<file path="src/ctcr_pkg.sv">
// ****************************************************************
// Shared constants of the cycle timing configuration bank.
// ****************************************************************
package ctcr_pkg;

  // Bus geometry: byte address width, data width, stored word width.
  localparam int ADDR_W = 12;
  localparam int DATA_W = 32;
  localparam int REG_W = 16;
  // Register index sits above the two byte-select bits.
  localparam int IDX_LSB = 2;
  localparam int IDX_W = 8;

  // Register indices; the byte address is four times the index.
  localparam logic [7:0] IDX_SSC = 8'h8e; // static_slot_count
  localparam logic [7:0] IDX_SPW = 8'h90; // static_payload_words
  localparam logic [7:0] IDX_NML = 8'hac; // nominal_macrotick_length
  localparam logic [7:0] IDX_SSL = 8'hb0; // static_slot_length
  localparam logic [7:0] IDX_MPC = 8'hb2; // macroticks_per_cycle
  localparam logic [7:0] IDX_CUL = 8'hb4; // cycle_microticks_low
  localparam logic [7:0] IDX_CUH = 8'hb6; // cycle_microticks_high
  localparam logic [7:0] IDX_SFL = 8'hc2; // sync_frame_limit
  localparam logic [7:0] IDX_MSL = 8'hc6; // minislot_length
  localparam logic [7:0] IDX_MAO = 8'hc8; // minislot_action_offset
  localparam logic [7:0] IDX_SAO = 8'hca; // slot_action_offset
  localparam logic [7:0] IDX_CTRL = 8'h80; // protocol_control

  // Storage slots inside the bank; SL_NONE marks an unmapped index.
  localparam int NUM_SLOTS = 11;
  localparam logic [3:0] SL_SSC = 4'h0;
  localparam logic [3:0] SL_SPW = 4'h1;
  localparam logic [3:0] SL_NML = 4'h2;
  localparam logic [3:0] SL_SSL = 4'h3;
  localparam logic [3:0] SL_MPC = 4'h4;
  localparam logic [3:0] SL_CUL = 4'h5;
  localparam logic [3:0] SL_CUH = 4'h6;
  localparam logic [3:0] SL_SFL = 4'h7;
  localparam logic [3:0] SL_MSL = 4'h8;
  localparam logic [3:0] SL_MAO = 4'h9;
  localparam logic [3:0] SL_SAO = 4'ha;
  localparam logic [3:0] SL_NONE = 4'hf;

  // Implemented field widths; all higher bits are reserved.
  localparam int W_SSC = 11;
  localparam int W_SPW = 7;
  localparam int W_NML = 8;
  localparam int W_SSL = 8;
  localparam int W_MPC = 14;
  localparam int W_CUL = 16;
  localparam int W_CUH = 8;
  localparam int W_SFL = 16;
  localparam int W_MSL = 7;
  localparam int W_MAO = 4;
  localparam int W_SAO = 4;

  // Reset values; fields without a defined reset start at zero.
  localparam logic [15:0] RST_SSC = 16'h0001;
  localparam logic [15:0] RST_SPW = 16'h0000;
  localparam logic [15:0] RST_UNDEF = 16'h0000;
  localparam logic [NUM_SLOTS-1:0][15:0] RST_REGS = {
    RST_UNDEF, RST_UNDEF, RST_UNDEF, RST_UNDEF, RST_UNDEF, RST_UNDEF,
    RST_UNDEF, RST_UNDEF, RST_UNDEF, RST_SPW, RST_SSC};

  // Control register fields.
  localparam int CTRL_CFG_BIT = 0;
  localparam int CTRL_REFUSED_BIT = 1;
  localparam logic CTRL_RST_CFG = 1'b1;

  // Bus response codes.
  localparam logic [1:0] RESP_OKAY = 2'b00;
  localparam logic [1:0] RESP_SLVERR = 2'b10;

endpackage : ctcr_pkg

</file>
<file path="src/ctcr_axi_slave.sv">
`timescale 1ns/10ps
// ****************************************************************
// AXI4-Lite front end: channel handshakes and response holding.
// ****************************************************************
module ctcr_axi_slave (
  input wire logic mclk_i, // System clock.
  input wire logic reset_n_i, // Asynchronous reset, active low.
  input wire logic [ctcr_pkg::ADDR_W-1:0] s_axi_awaddr_i, // Write address.
  input wire logic s_axi_awvalid_i, // Write address valid.
  output logic s_axi_awready_o, // Write address ready.
  input wire logic [ctcr_pkg::DATA_W-1:0] s_axi_wdata_i, // Write data.
  input wire logic [3:0] s_axi_wstrb_i, // Write byte strobes.
  input wire logic s_axi_wvalid_i, // Write data valid.
  output logic s_axi_wready_o, // Write data ready.
  output logic [1:0] s_axi_bresp_o, // Write response code.
  output logic s_axi_bvalid_o, // Write response valid.
  input wire logic s_axi_bready_i, // Write response ready.
  input wire logic s_axi_arvalid_i, // Read address valid.
  output logic s_axi_arready_o, // Read address ready.
  output logic [ctcr_pkg::DATA_W-1:0] s_axi_rdata_o, // Read data.
  output logic [1:0] s_axi_rresp_o, // Read response code.
  output logic s_axi_rvalid_o, // Read data valid.
  input wire logic s_axi_rready_i, // Read data ready.
  output logic wr_req_o, // One-cycle write to the bank.
  output logic [ctcr_pkg::ADDR_W-1:0] wr_addr_o, // Held write address.
  output logic [ctcr_pkg::DATA_W-1:0] wr_data_o, // Held write data.
  output logic [3:0] wr_strb_o, // Held write strobes.
  input wire logic wr_ok_i, // Write address is mapped.
  input wire logic [ctcr_pkg::DATA_W-1:0] rd_data_i, // Read word for araddr.
  input wire logic rd_ok_i // Read address is mapped.
);

  // Whole state of the front end.
  typedef struct packed {
    logic aw_held; // Address taken, write not done.
    logic [ctcr_pkg::ADDR_W-1:0] addr; // Taken write address.
    logic w_held; // Data taken, write not done.
    logic [ctcr_pkg::DATA_W-1:0] data; // Taken write data.
    logic [3:0] strb; // Taken strobes.
    logic bvalid; // Write response pending.
    logic [1:0] bresp; // Write response code.
    logic rvalid; // Read response pending.
    logic [ctcr_pkg::DATA_W-1:0] rdata; // Read data.
    logic [1:0] rresp; // Read response code.
  } ctcr_axi_t;

  ctcr_axi_t st_r; // Registered state.
  ctcr_axi_t st_nxt; // Next state.

  // Readiness: a channel stalls while its item or the answer is pending.
  assign s_axi_awready_o = !st_r.aw_held && !st_r.bvalid;
  assign s_axi_wready_o = !st_r.w_held && !st_r.bvalid;
  assign s_axi_arready_o = !st_r.rvalid;
  // The bank write fires once both halves are in and no answer waits.
  assign wr_req_o = st_r.aw_held && st_r.w_held && !st_r.bvalid;
  assign wr_addr_o = st_r.addr;
  assign wr_data_o = st_r.data;
  assign wr_strb_o = st_r.strb;
  assign s_axi_bvalid_o = st_r.bvalid;
  assign s_axi_bresp_o = st_r.bresp;
  assign s_axi_rvalid_o = st_r.rvalid;
  assign s_axi_rdata_o = st_r.rdata;
  assign s_axi_rresp_o = st_r.rresp;

  // Next-state logic for both channels.
  always_comb begin
    st_nxt = st_r;
    // Address and data may arrive in either order.
    if (s_axi_awvalid_i && s_axi_awready_o) begin
      st_nxt.aw_held = 1'b1;
      st_nxt.addr = s_axi_awaddr_i;
    end
    if (s_axi_wvalid_i && s_axi_wready_o) begin
      st_nxt.w_held = 1'b1;
      st_nxt.data = s_axi_wdata_i;
      st_nxt.strb = s_axi_wstrb_i;
    end
    // The write lands in the bank this cycle; answer next.
    if (wr_req_o) begin
      st_nxt.aw_held = 1'b0;
      st_nxt.w_held = 1'b0;
      st_nxt.bvalid = 1'b1;
      st_nxt.bresp = wr_ok_i ? ctcr_pkg::RESP_OKAY : ctcr_pkg::RESP_SLVERR;
    end else if (st_r.bvalid && s_axi_bready_i) begin
      st_nxt.bvalid = 1'b0;
    end
    // Reads are answered from the word decoded for the presented address.
    if (s_axi_arvalid_i && s_axi_arready_o) begin
      st_nxt.rvalid = 1'b1;
      st_nxt.rdata = rd_data_i;
      st_nxt.rresp = rd_ok_i ? ctcr_pkg::RESP_OKAY : ctcr_pkg::RESP_SLVERR;
    end else if (st_r.rvalid && s_axi_rready_i) begin
      st_nxt.rvalid = 1'b0;
    end
  end

  // State register.
  always_ff @(posedge mclk_i or negedge reset_n_i) begin
    if (!reset_n_i) begin
      st_r <= '0;
    end else begin
      st_r <= st_nxt;
    end
  end

endmodule : ctcr_axi_slave

</file>
<file path="src/ctcr_regs.sv">
`timescale 1ns/10ps
// ****************************************************************
// Cycle timing configuration register bank.
// ****************************************************************

// Behaviour
// - Sync frame limit stored, host programs 2..15.
// - Timing writes only accepted in configuration state.
// - Microticks per cycle split high and low.
// - Static slot length in low eight bits.
// - Slot count eleven bits, resets to one.
// - Static payload seven bits, resets to zero.
// - Minislot action offset four bits, 1..15.
// - Static action offset four bits, 1..15.
// - Macroticks per cycle held for startup use.
module ctcr_regs (
  input wire logic mclk_i, // System clock, 50 MHz.
  input wire logic reset_n_i, // Asynchronous reset, active low.
  input wire logic [ctcr_pkg::ADDR_W-1:0] s_axi_awaddr_i, // Write address.
  input wire logic s_axi_awvalid_i, // Write address valid.
  output logic s_axi_awready_o, // Write address ready.
  input wire logic [ctcr_pkg::DATA_W-1:0] s_axi_wdata_i, // Write data.
  input wire logic [3:0] s_axi_wstrb_i, // Write byte strobes.
  input wire logic s_axi_wvalid_i, // Write data valid.
  output logic s_axi_wready_o, // Write data ready.
  output logic [1:0] s_axi_bresp_o, // Write response code.
  output logic s_axi_bvalid_o, // Write response valid.
  input wire logic s_axi_bready_i, // Write response ready.
  input wire logic [ctcr_pkg::ADDR_W-1:0] s_axi_araddr_i, // Read address.
  input wire logic s_axi_arvalid_i, // Read address valid.
  output logic s_axi_arready_o, // Read address ready.
  output logic [ctcr_pkg::DATA_W-1:0] s_axi_rdata_o, // Read data.
  output logic [1:0] s_axi_rresp_o, // Read response code.
  output logic s_axi_rvalid_o, // Read data valid.
  input wire logic s_axi_rready_i, // Read data ready.
  output logic config_state_o, // Controller in configuration state.
  output logic [ctcr_pkg::W_SFL-1:0] sync_frame_limit_o, // Sync frame limit.
  output logic [ctcr_pkg::W_NML-1:0] nominal_macrotick_length_o, // uT per MT.
  output logic [ctcr_pkg::W_CUH+ctcr_pkg::W_CUL-1:0] cycle_microticks_o, // Split uT.
  output logic [ctcr_pkg::W_SSL-1:0] static_slot_length_o, // MT per slot.
  output logic [ctcr_pkg::W_SSC-1:0] static_slot_count_o, // Static slots.
  output logic [ctcr_pkg::W_SPW-1:0] static_payload_words_o, // Payload words.
  output logic [ctcr_pkg::W_MSL-1:0] minislot_length_o, // Minislot MT.
  output logic [ctcr_pkg::W_MAO-1:0] minislot_action_offset_o, // Minislot AP.
  output logic [ctcr_pkg::W_SAO-1:0] slot_action_offset_o, // Static AP.
  output logic [ctcr_pkg::W_MPC-1:0] macroticks_per_cycle_o // MT per cycle.
);

  // ****************************************************************
  // State and helpers.
  // ****************************************************************

  // Whole state of the bank.
  typedef struct packed {
    logic cfg; // Configuration state; unlocks the timing registers.
    logic refused; // Sticky: a timing write came outside configuration.
    logic [ctcr_pkg::NUM_SLOTS-1:0][ctcr_pkg::REG_W-1:0] regs; // Stored values.
  } ctcr_state_t;

  // The bank leaves reset in configuration with the documented values.
  localparam ctcr_state_t ST_RST = '{
    cfg: ctcr_pkg::CTRL_RST_CFG,
    refused: 1'b0,
    regs: ctcr_pkg::RST_REGS};

  ctcr_state_t st_r; // Registered state.
  ctcr_state_t st_nxt; // Next state.

  logic wr_req; // One-cycle write from the front end.
  logic [ctcr_pkg::ADDR_W-1:0] wr_addr; // Write address.
  logic [ctcr_pkg::DATA_W-1:0] wr_data; // Write data.
  logic [3:0] wr_strb; // Write strobes.
  logic [3:0] wr_slot; // Slot addressed by the write.
  logic [3:0] rd_slot; // Slot addressed by the read.
  logic wr_ctrl; // Write hits the control register.
  logic rd_ctrl; // Read hits the control register.
  logic wr_ok; // Write address mapped.
  logic rd_ok; // Read address mapped.
  logic [ctcr_pkg::DATA_W-1:0] rd_data; // Decoded read word.

  // Maps a byte address to a slot; misaligned or unlisted indices are unmapped, bits 11:10 are ignored.
  function automatic logic [3:0] slot_of(input logic [ctcr_pkg::ADDR_W-1:0] a);
    logic [7:0] idx;
    idx = a[ctcr_pkg::IDX_LSB +: ctcr_pkg::IDX_W];
    if (a[ctcr_pkg::IDX_LSB-1:0] != 2'b00) begin
      slot_of = ctcr_pkg::SL_NONE;
    end else begin
      case (idx)
        ctcr_pkg::IDX_SSC: slot_of = ctcr_pkg::SL_SSC;
        ctcr_pkg::IDX_SPW: slot_of = ctcr_pkg::SL_SPW;
        ctcr_pkg::IDX_NML: slot_of = ctcr_pkg::SL_NML;
        ctcr_pkg::IDX_SSL: slot_of = ctcr_pkg::SL_SSL;
        ctcr_pkg::IDX_MPC: slot_of = ctcr_pkg::SL_MPC;
        ctcr_pkg::IDX_CUL: slot_of = ctcr_pkg::SL_CUL;
        ctcr_pkg::IDX_CUH: slot_of = ctcr_pkg::SL_CUH;
        ctcr_pkg::IDX_SFL: slot_of = ctcr_pkg::SL_SFL;
        ctcr_pkg::IDX_MSL: slot_of = ctcr_pkg::SL_MSL;
        ctcr_pkg::IDX_MAO: slot_of = ctcr_pkg::SL_MAO;
        ctcr_pkg::IDX_SAO: slot_of = ctcr_pkg::SL_SAO;
        default: slot_of = ctcr_pkg::SL_NONE;
      endcase
    end
  endfunction : slot_of

  // The control word sits outside the timing slots, so it is never locked.
  // Tells whether a byte address is the aligned control register.
  function automatic logic is_ctrl(input logic [ctcr_pkg::ADDR_W-1:0] a);
    is_ctrl = (a[ctcr_pkg::IDX_LSB-1:0] == 2'b00) &&
      (a[ctcr_pkg::IDX_LSB +: ctcr_pkg::IDX_W] == ctcr_pkg::IDX_CTRL);
  endfunction : is_ctrl

  // Mask of implemented bits per slot; reserved bits are never stored.
  // Masking at store time keeps reserved bits zero on every read path.
  function automatic logic [15:0] mask_of(input logic [3:0] s);
    case (s)
      ctcr_pkg::SL_SSC: mask_of = 16'((1 << ctcr_pkg::W_SSC) - 1);
      ctcr_pkg::SL_SPW: mask_of = 16'((1 << ctcr_pkg::W_SPW) - 1);
      ctcr_pkg::SL_NML: mask_of = 16'((1 << ctcr_pkg::W_NML) - 1);
      ctcr_pkg::SL_SSL: mask_of = 16'((1 << ctcr_pkg::W_SSL) - 1);
      ctcr_pkg::SL_MPC: mask_of = 16'((1 << ctcr_pkg::W_MPC) - 1);
      ctcr_pkg::SL_CUL: mask_of = 16'((1 << ctcr_pkg::W_CUL) - 1);
      ctcr_pkg::SL_CUH: mask_of = 16'((1 << ctcr_pkg::W_CUH) - 1);
      ctcr_pkg::SL_SFL: mask_of = 16'((1 << ctcr_pkg::W_SFL) - 1);
      ctcr_pkg::SL_MSL: mask_of = 16'((1 << ctcr_pkg::W_MSL) - 1);
      ctcr_pkg::SL_MAO: mask_of = 16'((1 << ctcr_pkg::W_MAO) - 1);
      ctcr_pkg::SL_SAO: mask_of = 16'((1 << ctcr_pkg::W_SAO) - 1);
      default: mask_of = 16'h0000;
    endcase
  endfunction : mask_of

  // ****************************************************************
  // Bus front end.
  // ****************************************************************

  // Handshakes live in the front end; the bank only sees one-cycle writes.
  ctcr_axi_slave u_axi (
    .mclk_i(mclk_i),
    .reset_n_i(reset_n_i),
    .s_axi_awaddr_i(s_axi_awaddr_i),
    .s_axi_awvalid_i(s_axi_awvalid_i),
    .s_axi_awready_o(s_axi_awready_o),
    .s_axi_wdata_i(s_axi_wdata_i),
    .s_axi_wstrb_i(s_axi_wstrb_i),
    .s_axi_wvalid_i(s_axi_wvalid_i),
    .s_axi_wready_o(s_axi_wready_o),
    .s_axi_bresp_o(s_axi_bresp_o),
    .s_axi_bvalid_o(s_axi_bvalid_o),
    .s_axi_bready_i(s_axi_bready_i),
    .s_axi_arvalid_i(s_axi_arvalid_i),
    .s_axi_arready_o(s_axi_arready_o),
    .s_axi_rdata_o(s_axi_rdata_o),
    .s_axi_rresp_o(s_axi_rresp_o),
    .s_axi_rvalid_o(s_axi_rvalid_o),
    .s_axi_rready_i(s_axi_rready_i),
    .wr_req_o(wr_req),
    .wr_addr_o(wr_addr),
    .wr_data_o(wr_data),
    .wr_strb_o(wr_strb),
    .wr_ok_i(wr_ok),
    .rd_data_i(rd_data),
    .rd_ok_i(rd_ok)
  );

  // Address decode for both directions.
  assign wr_slot = slot_of(wr_addr);
  assign rd_slot = slot_of(s_axi_araddr_i);
  assign wr_ctrl = is_ctrl(wr_addr);
  assign rd_ctrl = is_ctrl(s_axi_araddr_i);
  assign wr_ok = wr_ctrl || (wr_slot != ctcr_pkg::SL_NONE);
  assign rd_ok = rd_ctrl || (rd_slot != ctcr_pkg::SL_NONE);

  // Read word: stored values sit in the low half, unmapped reads zero.
  // The front end latches this word at the address handshake, so the decode
  // must settle from the presented address within that same cycle.
  always_comb begin
    rd_data = '0;
    if (rd_ctrl) begin
      rd_data[ctcr_pkg::CTRL_CFG_BIT] = st_r.cfg;
      rd_data[ctcr_pkg::CTRL_REFUSED_BIT] = st_r.refused;
    end else if (rd_slot != ctcr_pkg::SL_NONE) begin
      rd_data[ctcr_pkg::REG_W-1:0] = st_r.regs[rd_slot];
    end
  end

  // ****************************************************************
  // Register bank.
  // ****************************************************************

  // Next-state logic: control writes, gated timing writes, refusal flag.
  always_comb begin
    logic [15:0] lane;
    logic [15:0] keep;
    lane = {{8{wr_strb[1]}}, {8{wr_strb[0]}}};
    keep = '0;
    st_nxt = st_r;
    if (wr_req && wr_ctrl && wr_strb[0]) begin
      // The control byte is always writable; it opens and closes the bank.
      st_nxt.cfg = wr_data[ctcr_pkg::CTRL_CFG_BIT];
      // Writing one clears the refusal flag.
      if (wr_data[ctcr_pkg::CTRL_REFUSED_BIT]) begin
        st_nxt.refused = 1'b0;
      end
    end
    if (wr_req && (wr_slot != ctcr_pkg::SL_NONE)) begin
      if (st_r.cfg) begin
        // Merge by byte lane; reserved bits stay zero.
        keep = mask_of(wr_slot) & lane;
        st_nxt.regs[wr_slot] = (st_r.regs[wr_slot] & ~keep) |
          (wr_data[15:0] & keep);
      end else begin
        // A locked write still answers OKAY; software reads the flag to notice it.
        // Outside configuration the value is kept; the set wins a clear.
        st_nxt.refused = 1'b1;
      end
    end
  end

  // State register; constant reset only.
  always_ff @(posedge mclk_i or negedge reset_n_i) begin
    if (!reset_n_i) begin
      st_r <= ST_RST;
    end else begin
      st_r <= st_nxt;
    end
  end

  // ****************************************************************
  // Parameter outputs to the protocol engine.
  // ****************************************************************

  // Every field is driven straight from its flip-flops.
  assign config_state_o = st_r.cfg;
  assign sync_frame_limit_o = st_r.regs[ctcr_pkg::SL_SFL][ctcr_pkg::W_SFL-1:0];
  assign nominal_macrotick_length_o = st_r.regs[ctcr_pkg::SL_NML][ctcr_pkg::W_NML-1:0];
  // High part above the low part, as one microtick count.
  assign cycle_microticks_o = {st_r.regs[ctcr_pkg::SL_CUH][ctcr_pkg::W_CUH-1:0],
    st_r.regs[ctcr_pkg::SL_CUL][ctcr_pkg::W_CUL-1:0]};
  assign static_slot_length_o = st_r.regs[ctcr_pkg::SL_SSL][ctcr_pkg::W_SSL-1:0];
  assign static_slot_count_o = st_r.regs[ctcr_pkg::SL_SSC][ctcr_pkg::W_SSC-1:0];
  assign static_payload_words_o = st_r.regs[ctcr_pkg::SL_SPW][ctcr_pkg::W_SPW-1:0];
  assign minislot_length_o = st_r.regs[ctcr_pkg::SL_MSL][ctcr_pkg::W_MSL-1:0];
  assign minislot_action_offset_o = st_r.regs[ctcr_pkg::SL_MAO][ctcr_pkg::W_MAO-1:0];
  assign slot_action_offset_o = st_r.regs[ctcr_pkg::SL_SAO][ctcr_pkg::W_SAO-1:0];
  // Only read by startup logic; frozen once configuration is left.
  assign macroticks_per_cycle_o = st_r.regs[ctcr_pkg::SL_MPC][ctcr_pkg::W_MPC-1:0];
endmodule : ctcr_regs

</file>
<file path="config.mk">
export PLATFORM = sky130hd
export DESIGN_NAME = ctcr_regs
export DESIGN_NICKNAME = d
export VERILOG_FILES = /design/src/ctcr_pkg.sv /design/src/ctcr_axi_slave.sv /design/src/ctcr_regs.sv
export SDC_FILE = /design/constraint.sdc
export NUM_CORES = 1
export LEC_CHECK = 0
export BUFFER_PORTS_ARGS = -buffer_cell sky130_fd_sc_hd__buf_2
export CORE_ASPECT_RATIO = 0.6
export CORE_MARGIN = 1.5
export CORE_UTILIZATION = 59
export CTS_BUF_LIST = sky130_fd_sc_hd__clkbuf_8 sky130_fd_sc_hd__clkbuf_16
export DETAILED_ROUTE_END_ITERATION = 8
export GPL_TIMING_DRIVEN = 0
export HOLD_SLACK_MARGIN = 0.08
export PLACE_DENSITY = 0.9
export SLEW_MARGIN = 10
export SYNTH_ARGS = -nofsm -noshare
export SYNTH_HDL_FRONTEND = slang
export SYNTH_HIERARCHICAL = 1
export SYNTH_SLANG_ARGS = --single-unit
</file>
<file path="constraint.sdc">
create_clock -name mclk_i -period 3.7 [get_ports mclk_i]
set_input_delay 0.74 -clock mclk_i [delete_from_list [all_inputs] [get_ports mclk_i]]
set_output_delay 0.74 -clock mclk_i [all_outputs]
set_load 0.02 [all_outputs]
</file>
==> flow_summary_export.csv, run 1 <==
group,metric,value,unit
outcome,run_status,"complete, but fails checks",
outcome,violations,"negative setup slack",
clock_network,postCtsHoldBufs,0,
finish,syn2layout_area_growth,18.3,%
clock_network,root_buffer,"clkbuf_16",
placement,numPortBuffers,185,
floorplanning,coreArea,0.0232,mm2
global_routing,grt_pass1_wl,75100,um
route,wire_per_inst,25.3,um
clock_network,clock_sinks,244,
power_and_ir_drop,pwr-share-clk,0.324,
global_routing,grt_pass1_vias,12400,
logic_synthesis,synth_area,0.0140,mm2
placement,placed_area,0.0154,mm2
critical_path,critPathLaunchType,"flop",
timing,final.period_utilization,1.01,
power_and_ir_drop,p_per_area,520,mW/mm2
global_routing,grt_start_max_net_pins,100,
global_routing,overflow,0,
worst_hold_path,hold_path.class,"input port to asynchronous set/reset pin",
logic_synthesis,synth_area_per_cell,9.65,um2
floorplanning,ioPinCount,212,
critical_path,crit_type,"flop to flop",
power_and_ir_drop,p_leak,8.13,nW
route,drt_first_pass_iters,9,
floorplanning,rows,43,
timing,rsz0062_at_grt,"yes",
timing,slew_violations,0,
critical_path,ff2ff_path_depth,13,
floorplanning,start_util,0.603,
placement,gp_congestion,0.994,
power_and_ir_drop,intPower,5.65,mW
timing,min_period,3.73,ns
logic_synthesis,yosys_warnings,6,
placement,pre_cts_slack,-0.805,ns
floorplanning,fp.dieW,202,um
power_and_ir_drop,p_switching,2.95,mW
critical_path,required,4.07,ns
clock_network,cts_max_path_buffers,3,
critical_path,worstPathMaxFanout,10,
route,via_per_inst,6.39,
timing,layout_setup_ws,-0.0289,ns
timing,max_freq,0.268,GHz
finish,drive_above_1_share,0.350,
critical_path,rrSetupSlack,-0.03,ns
finish,utilization,0.713,
route,vias,12900,
finish,nNetsFinal,1751,
clock_network,clock_latency,0.54,ns
floorplanning,die_h,122,um
clock_network,clk_pin_slew,0.07,ns
critical_path,end_kind,"flop",
flow_run,maxCapViolCount,0,
finish,final_area,0.0165,mm2
placement,post-dp-hpwl,36700,um
power_and_ir_drop,irDropWorstVdd,0.411,mV
power_and_ir_drop,combPwrFrac,0.322,
global_routing,gr-usage-all-layers,0.412,
critical_path,worst_ep_arrival_time,4.10,ns
route,detail-route-antenna-nets,0,
logic_synthesis,syn_inst,1448,
clock_network,cts_tree,"yes",
timing,relSlewSlack,0.329,
route,drt_first_iter_violations,1839,
timing,finalSetupViolCount,1,
timing,worst_slew_pin_slew,1.01,ns
floorplanning,die-area,0.0246,mm2
timing,finalHoldViolations,0,
timing,skew,0.0158,ns
clock_network,numCtsBuffers,24,
route,drcViolationCount,0,
clock_network,cts_max_level,1,
power_and_ir_drop,seqPwrFrac,0.354,
global_routing,antenna_found_initial,1,
route,routed_wl,51000,um
power_and_ir_drop,p_sw_frac,0.343,
==> metrics by stage <==
step / instances / hold WS, ns / TNS, ns / power [mW]
2_1_floorplan: 1464 / 0.428 / 0 / 4.80
3_3_place_gp: 1964 / 0.442 / -574.89 / 5.55
3_5_place_dp: 1966 / 0.450 / -15.48 / 5.60
4_1_cts: 2011 / 0.128 / 0 / 8.36
5_1_grt: 2017 / 0.151 / -0.148 / 8.80
6_report: 2018 / 0.106 / -0.0289 / 8.60
==> timing repair <==
action | 4_1_cts | 5_1_grt
resized for setup | 14 | 34
setup buffers | 1 | 9
cloned | 0 | 1
endpoints found under the setup margin | 97 | 106
pin swaps | 1 | 6
==> area by class of cell <==
class	count	area [um2]
flip-flops and latches	244	6110
repair buffers	197	1070
plain buffers	324	2010
clock inverters	17	235
inverters	17	63.8
clock buffers	27	653
diodes	1	2.50
well taps	315	394
fillers	1739	6660
multi-input cells	876	6000
==> path summary, 6_finish.rpt <==
check / start / endpoint
max in group asynchronous: reset_n_i / asynchronous set/reset pin
worst max register to register: u_axi/wr_addr_o[5]$_DFFE_PN0P_ / flop
worst min register to register: flop / flop
worst max-delay path: u_axi/wr_addr_o[5]$_DFFE_PN0P_ / flop
min in group mclk_i: s_axi_bready_i / u_axi/s_axi_bvalid_o$_DFFE_PN0P_
worst min-delay path: reset_n_i / asynchronous set/reset pin
==> power by group through the flow <==
stage	clock [mW]	combinational (mW)	sequential, mW
after CTS	2.77	2.55	3.04
after detailed placement	0	2.51	3.09
after global routing	2.87	2.86	3.07
final	2.79	2.77	3.05
after floorplan	0	1.75	3.05
after global placement	0	2.48	3.07
==> routing by layer <==
layer  up-vias  GRT usage  wire length [um]
li1       5378          -                 -
met1      6212      0.562             19800
met2      1088      0.592             20900
met3       224      0.153              7800
met4         2      0.178              2370
met5         -          0                69
==> placed cells by master, fill, tap and decap left out, types with 18 or more instances in the layout <==
cell         n
clkbuf_16   25
o21ai_0     78
conb_1      18
mux2i_1     72
a21oi_1     33
a22oi_1     24
mux2_2      64
buf_4      188
dfrtp_1    242
nor2_1      44
clkbuf_1   104
o22ai_1     41
nand3_1     29
o21ai_1     35
nand2_1    186
o31ai_1     19
inv_1       18
mux2_4      20
buf_2      204
==> worst max-delay path, cell delays in order (launching register included) <==
cell	delay, ns
dfrtp_1	0.40
buf_4	0.13
buf_2	0.19
or3b_4	0.44
a2111oi_4	0.33
buf_4	0.20
buf_4	0.12
nor3_4	0.08
nor2_2	0.20
buf_2	0.35
nand2_1	0.23
clkbuf_1	0.49
nand2_1	0.24
o21ai_0	0.12
Note: power is estimated with default switching activity, not from simulation.
==> run 2: changes to the inputs <==
--- a/config.mk
+++ b/config.mk
@@ -14,6 +14,7 @@
 export GPL_TIMING_DRIVEN = 0
 export HOLD_SLACK_MARGIN = 0.08
 export PLACE_DENSITY = 0.9
+export RECOVER_POWER = 25
 export SLEW_MARGIN = 10
 export SYNTH_ARGS = -nofsm -noshare
 export SYNTH_HDL_FRONTEND = slang
==> run 2 against run 1 <==
The flow finishes with violations (max-capacitance violations, max-slew violations, negative setup slack); clock skew is 0.00072 ns lower; hold slack gained 0.26 ns; critical path depth unchanged; sequential cell count is the same; non-clock buffer count stayed put; cell area is essentially flat; setup slack about the same; count of clock-buffer cells in the layout unchanged; die area stayed put; first-iteration DRC count unchanged; register-to-register slack about the same; clock power barely moved; critical path type unchanged; largest cell class unchanged; largest power group unchanged.
==> flow_summary_export.csv, run 2 (synthesis gave the netlist of run 1 again) <==
group,metric,value,unit
critical_path,critPathSlowestCell,"clkbuf_1",
global_routing,gr-usage-all-layers,0.412,
critical_path,worstPathMaxFanout,10,
critical_path,cpMostUsedCell,"buf_4",
finish,fillers,1741,
critical_path,critPathLaunchType,"flop",
route,drt_first_pass_iters,7,
worst_hold_path,hold_path.class,"input port to flop",
finish,final_common_cell,"dfrtp_1",
flow_run,maxCapViolCount,1,
global_routing,grt_pass1_vias,12400,
floorplanning,start_util,0.603,
floorplanning,die-area,0.0246,mm2
placement,dp.cells,1966,
critical_path,required,4.07,ns
global_routing,grt_start_max_net_pins,100,
route,via_per_inst,6.37,
timing,finalSetupViolCount,1,
finish,nNetsFinal,1751,
floorplanning,coreArea,0.0232,mm2
critical_path,path_cells,"buf_4, buf_2, or3b_4, a2111oi_4, buf_4, buf_4, nor3_4, nor2_2, buf_2, nand2_1, clkbuf_1, nand2_1, o21ai_0",
outcome,violations,"max-capacitance violations, max-slew violations, negative setup slack",
power_and_ir_drop,p_per_area,521,mW/mm2
timing,skew,0.0151,ns
floorplanning,ioPinCount,212,
critical_path,crit_type,"flop to flop",
route,detail-route-antenna-nets,0,
route,drcViolationCount,0,
power_and_ir_drop,total_power,8.60,mW
placement,pre_cts_slack,-0.805,ns
timing,finalHoldViolations,0,
finish,drive_above_1_share,0.350,
placement,gp_congestion,0.994,
timing,rsz0062_at_grt,"yes",
route,routed_wl,51000,um
floorplanning,die_h,122,um
critical_path,end_kind,"flop",
finish,final_cell_mix,"242 x dfrtp_1, 204 x buf_2, 188 x buf_4, 186 x nand2_1, 105 x clkbuf_1",
timing,tns,-0.0288,ns
timing,relSlewSlack,-0.957,
placement,post-dp-hpwl,36700,um
timing,slew_violations,55,
floorplanning,fp.dieW,202,um
route,drt_first_iter_violations,1839,
critical_path,max_stage_delay,0.49,ns
clock_network,root_buffer,"clkbuf_16",
clock_network,clk_pin_slew,0.07,ns
global_routing,overflow,0,
timing,final.period_utilization,1.01,
route,vias,12800,
global_routing,antenna_found_initial,1,
clock_network,numCtsBuffers,24,
finish,syn2layout_area_growth,18.2,%
timing,layout_setup_ws,-0.0288,ns
timing,worst_slew_pin_slew,2.94,ns
timing,max_freq,0.268,GHz
global_routing,grt_pass1_wl,75100,um
finish,fin_cells,2018,
clock_network,postCtsHoldBufs,0,
route,wire_per_inst,25.3,um
clock_network,clock_sinks,244,
power_and_ir_drop,p_leak,8.13,nW
critical_path,worst_ep_arrival_time,4.10,ns
timing,min_period,3.73,ns
clock_network,cts_max_level,1,
floorplanning,rows,43,
clock_network,clock_latency,0.54,ns
power_and_ir_drop,irDropWorstVdd,0.411,mV
clock_network,cts_tree,"yes",
clock_network,cts_max_path_buffers,3,
outcome,run_status,"complete, but fails checks",
placement,numPortBuffers,185,
==> run 2: report_power, final <==
group,switching [mW],internal (mW),leakage (nW)
logic,1.65,1.12,4.41
registers,0.158,2.89,3.29
clock network,1.15,1.64,0.434
total,2.95,5.64,8.13
==> run 2: routing by layer <==
metal  GRT usage  up-vias  share of wire
met5           0        -        0.00086
met4       0.178        2          0.049
met3       0.153      238           0.15
met2       0.592     1051           0.41
met1       0.562     6184           0.39
li1            -     5373              -
==> run 2: layout make-up <==
| type | count | area [um2] | area share |
|---|---|---|---|
| Clock buffer | 27 | 653 | 0.0395 |
| Clock inverter | 17 | 235 | 0.0142 |
| Antenna cell | 1 | 2.50 | 0.000152 |
| Timing Repair Buffer | 197 | 1050 | 0.0639 |
| Multi-Input combinational cell | 876 | 6000 | 0.363 |
| Tap cell | 315 | 394 | 0.0239 |
| Inverter | 17 | 63.8 | 0.00386 |
| Sequential cell | 244 | 6110 | 0.370 |
| Buffer | 324 | 2010 | 0.122 |
==> run 2: through the flow <==
step	hold WS, ns	area [um2]	utilization
6_report	0.366	16500	0.712
5_1_grt	0.380	16500	0.712
4_1_cts	0.128	16400	0.706
3_5_place_dp	0.450	15400	0.665
3_3_place_gp	0.442	15400	0.662
2_1_floorplan	0.428	14000	-
==> run 2: path summary, 6_finish.rpt <==
check	start	to	slack, ns	cells past startpoint
max	u_axi/wr_addr_o[5]$_DFFE_PN0P_	flop	-0.03	13
min	s_axi_bready_i	u_axi/s_axi_bvalid_o$_DFFE_PN0P_	0.37	2
max reg2reg	u_axi/wr_addr_o[5]$_DFFE_PN0P_	flop	-0.03	13
min reg2reg	flop	flop	0.46	1
max in group asynchronous	reset_n_i	asynchronous set/reset pin	0.62	3
min in group asynchronous	reset_n_i	asynchronous set/reset pin	1.15	1
==> run 2: worst max-delay path: cells and delay by family (launching register included) <==
kind | cells | cell delay, ns
flops | 1 | 0.40
simple gates | 5 | 1.18
buf+inv | 6 | 1.48
compound gates | 2 | 0.45
==> run 2: timing repair <==
item                       4_1_cts  5_1_grt
pin swaps                        1        6
resized for setup               14       34
setup endpoints to repair       97      106
cloned                           0        1
buffers inserted                 1        9
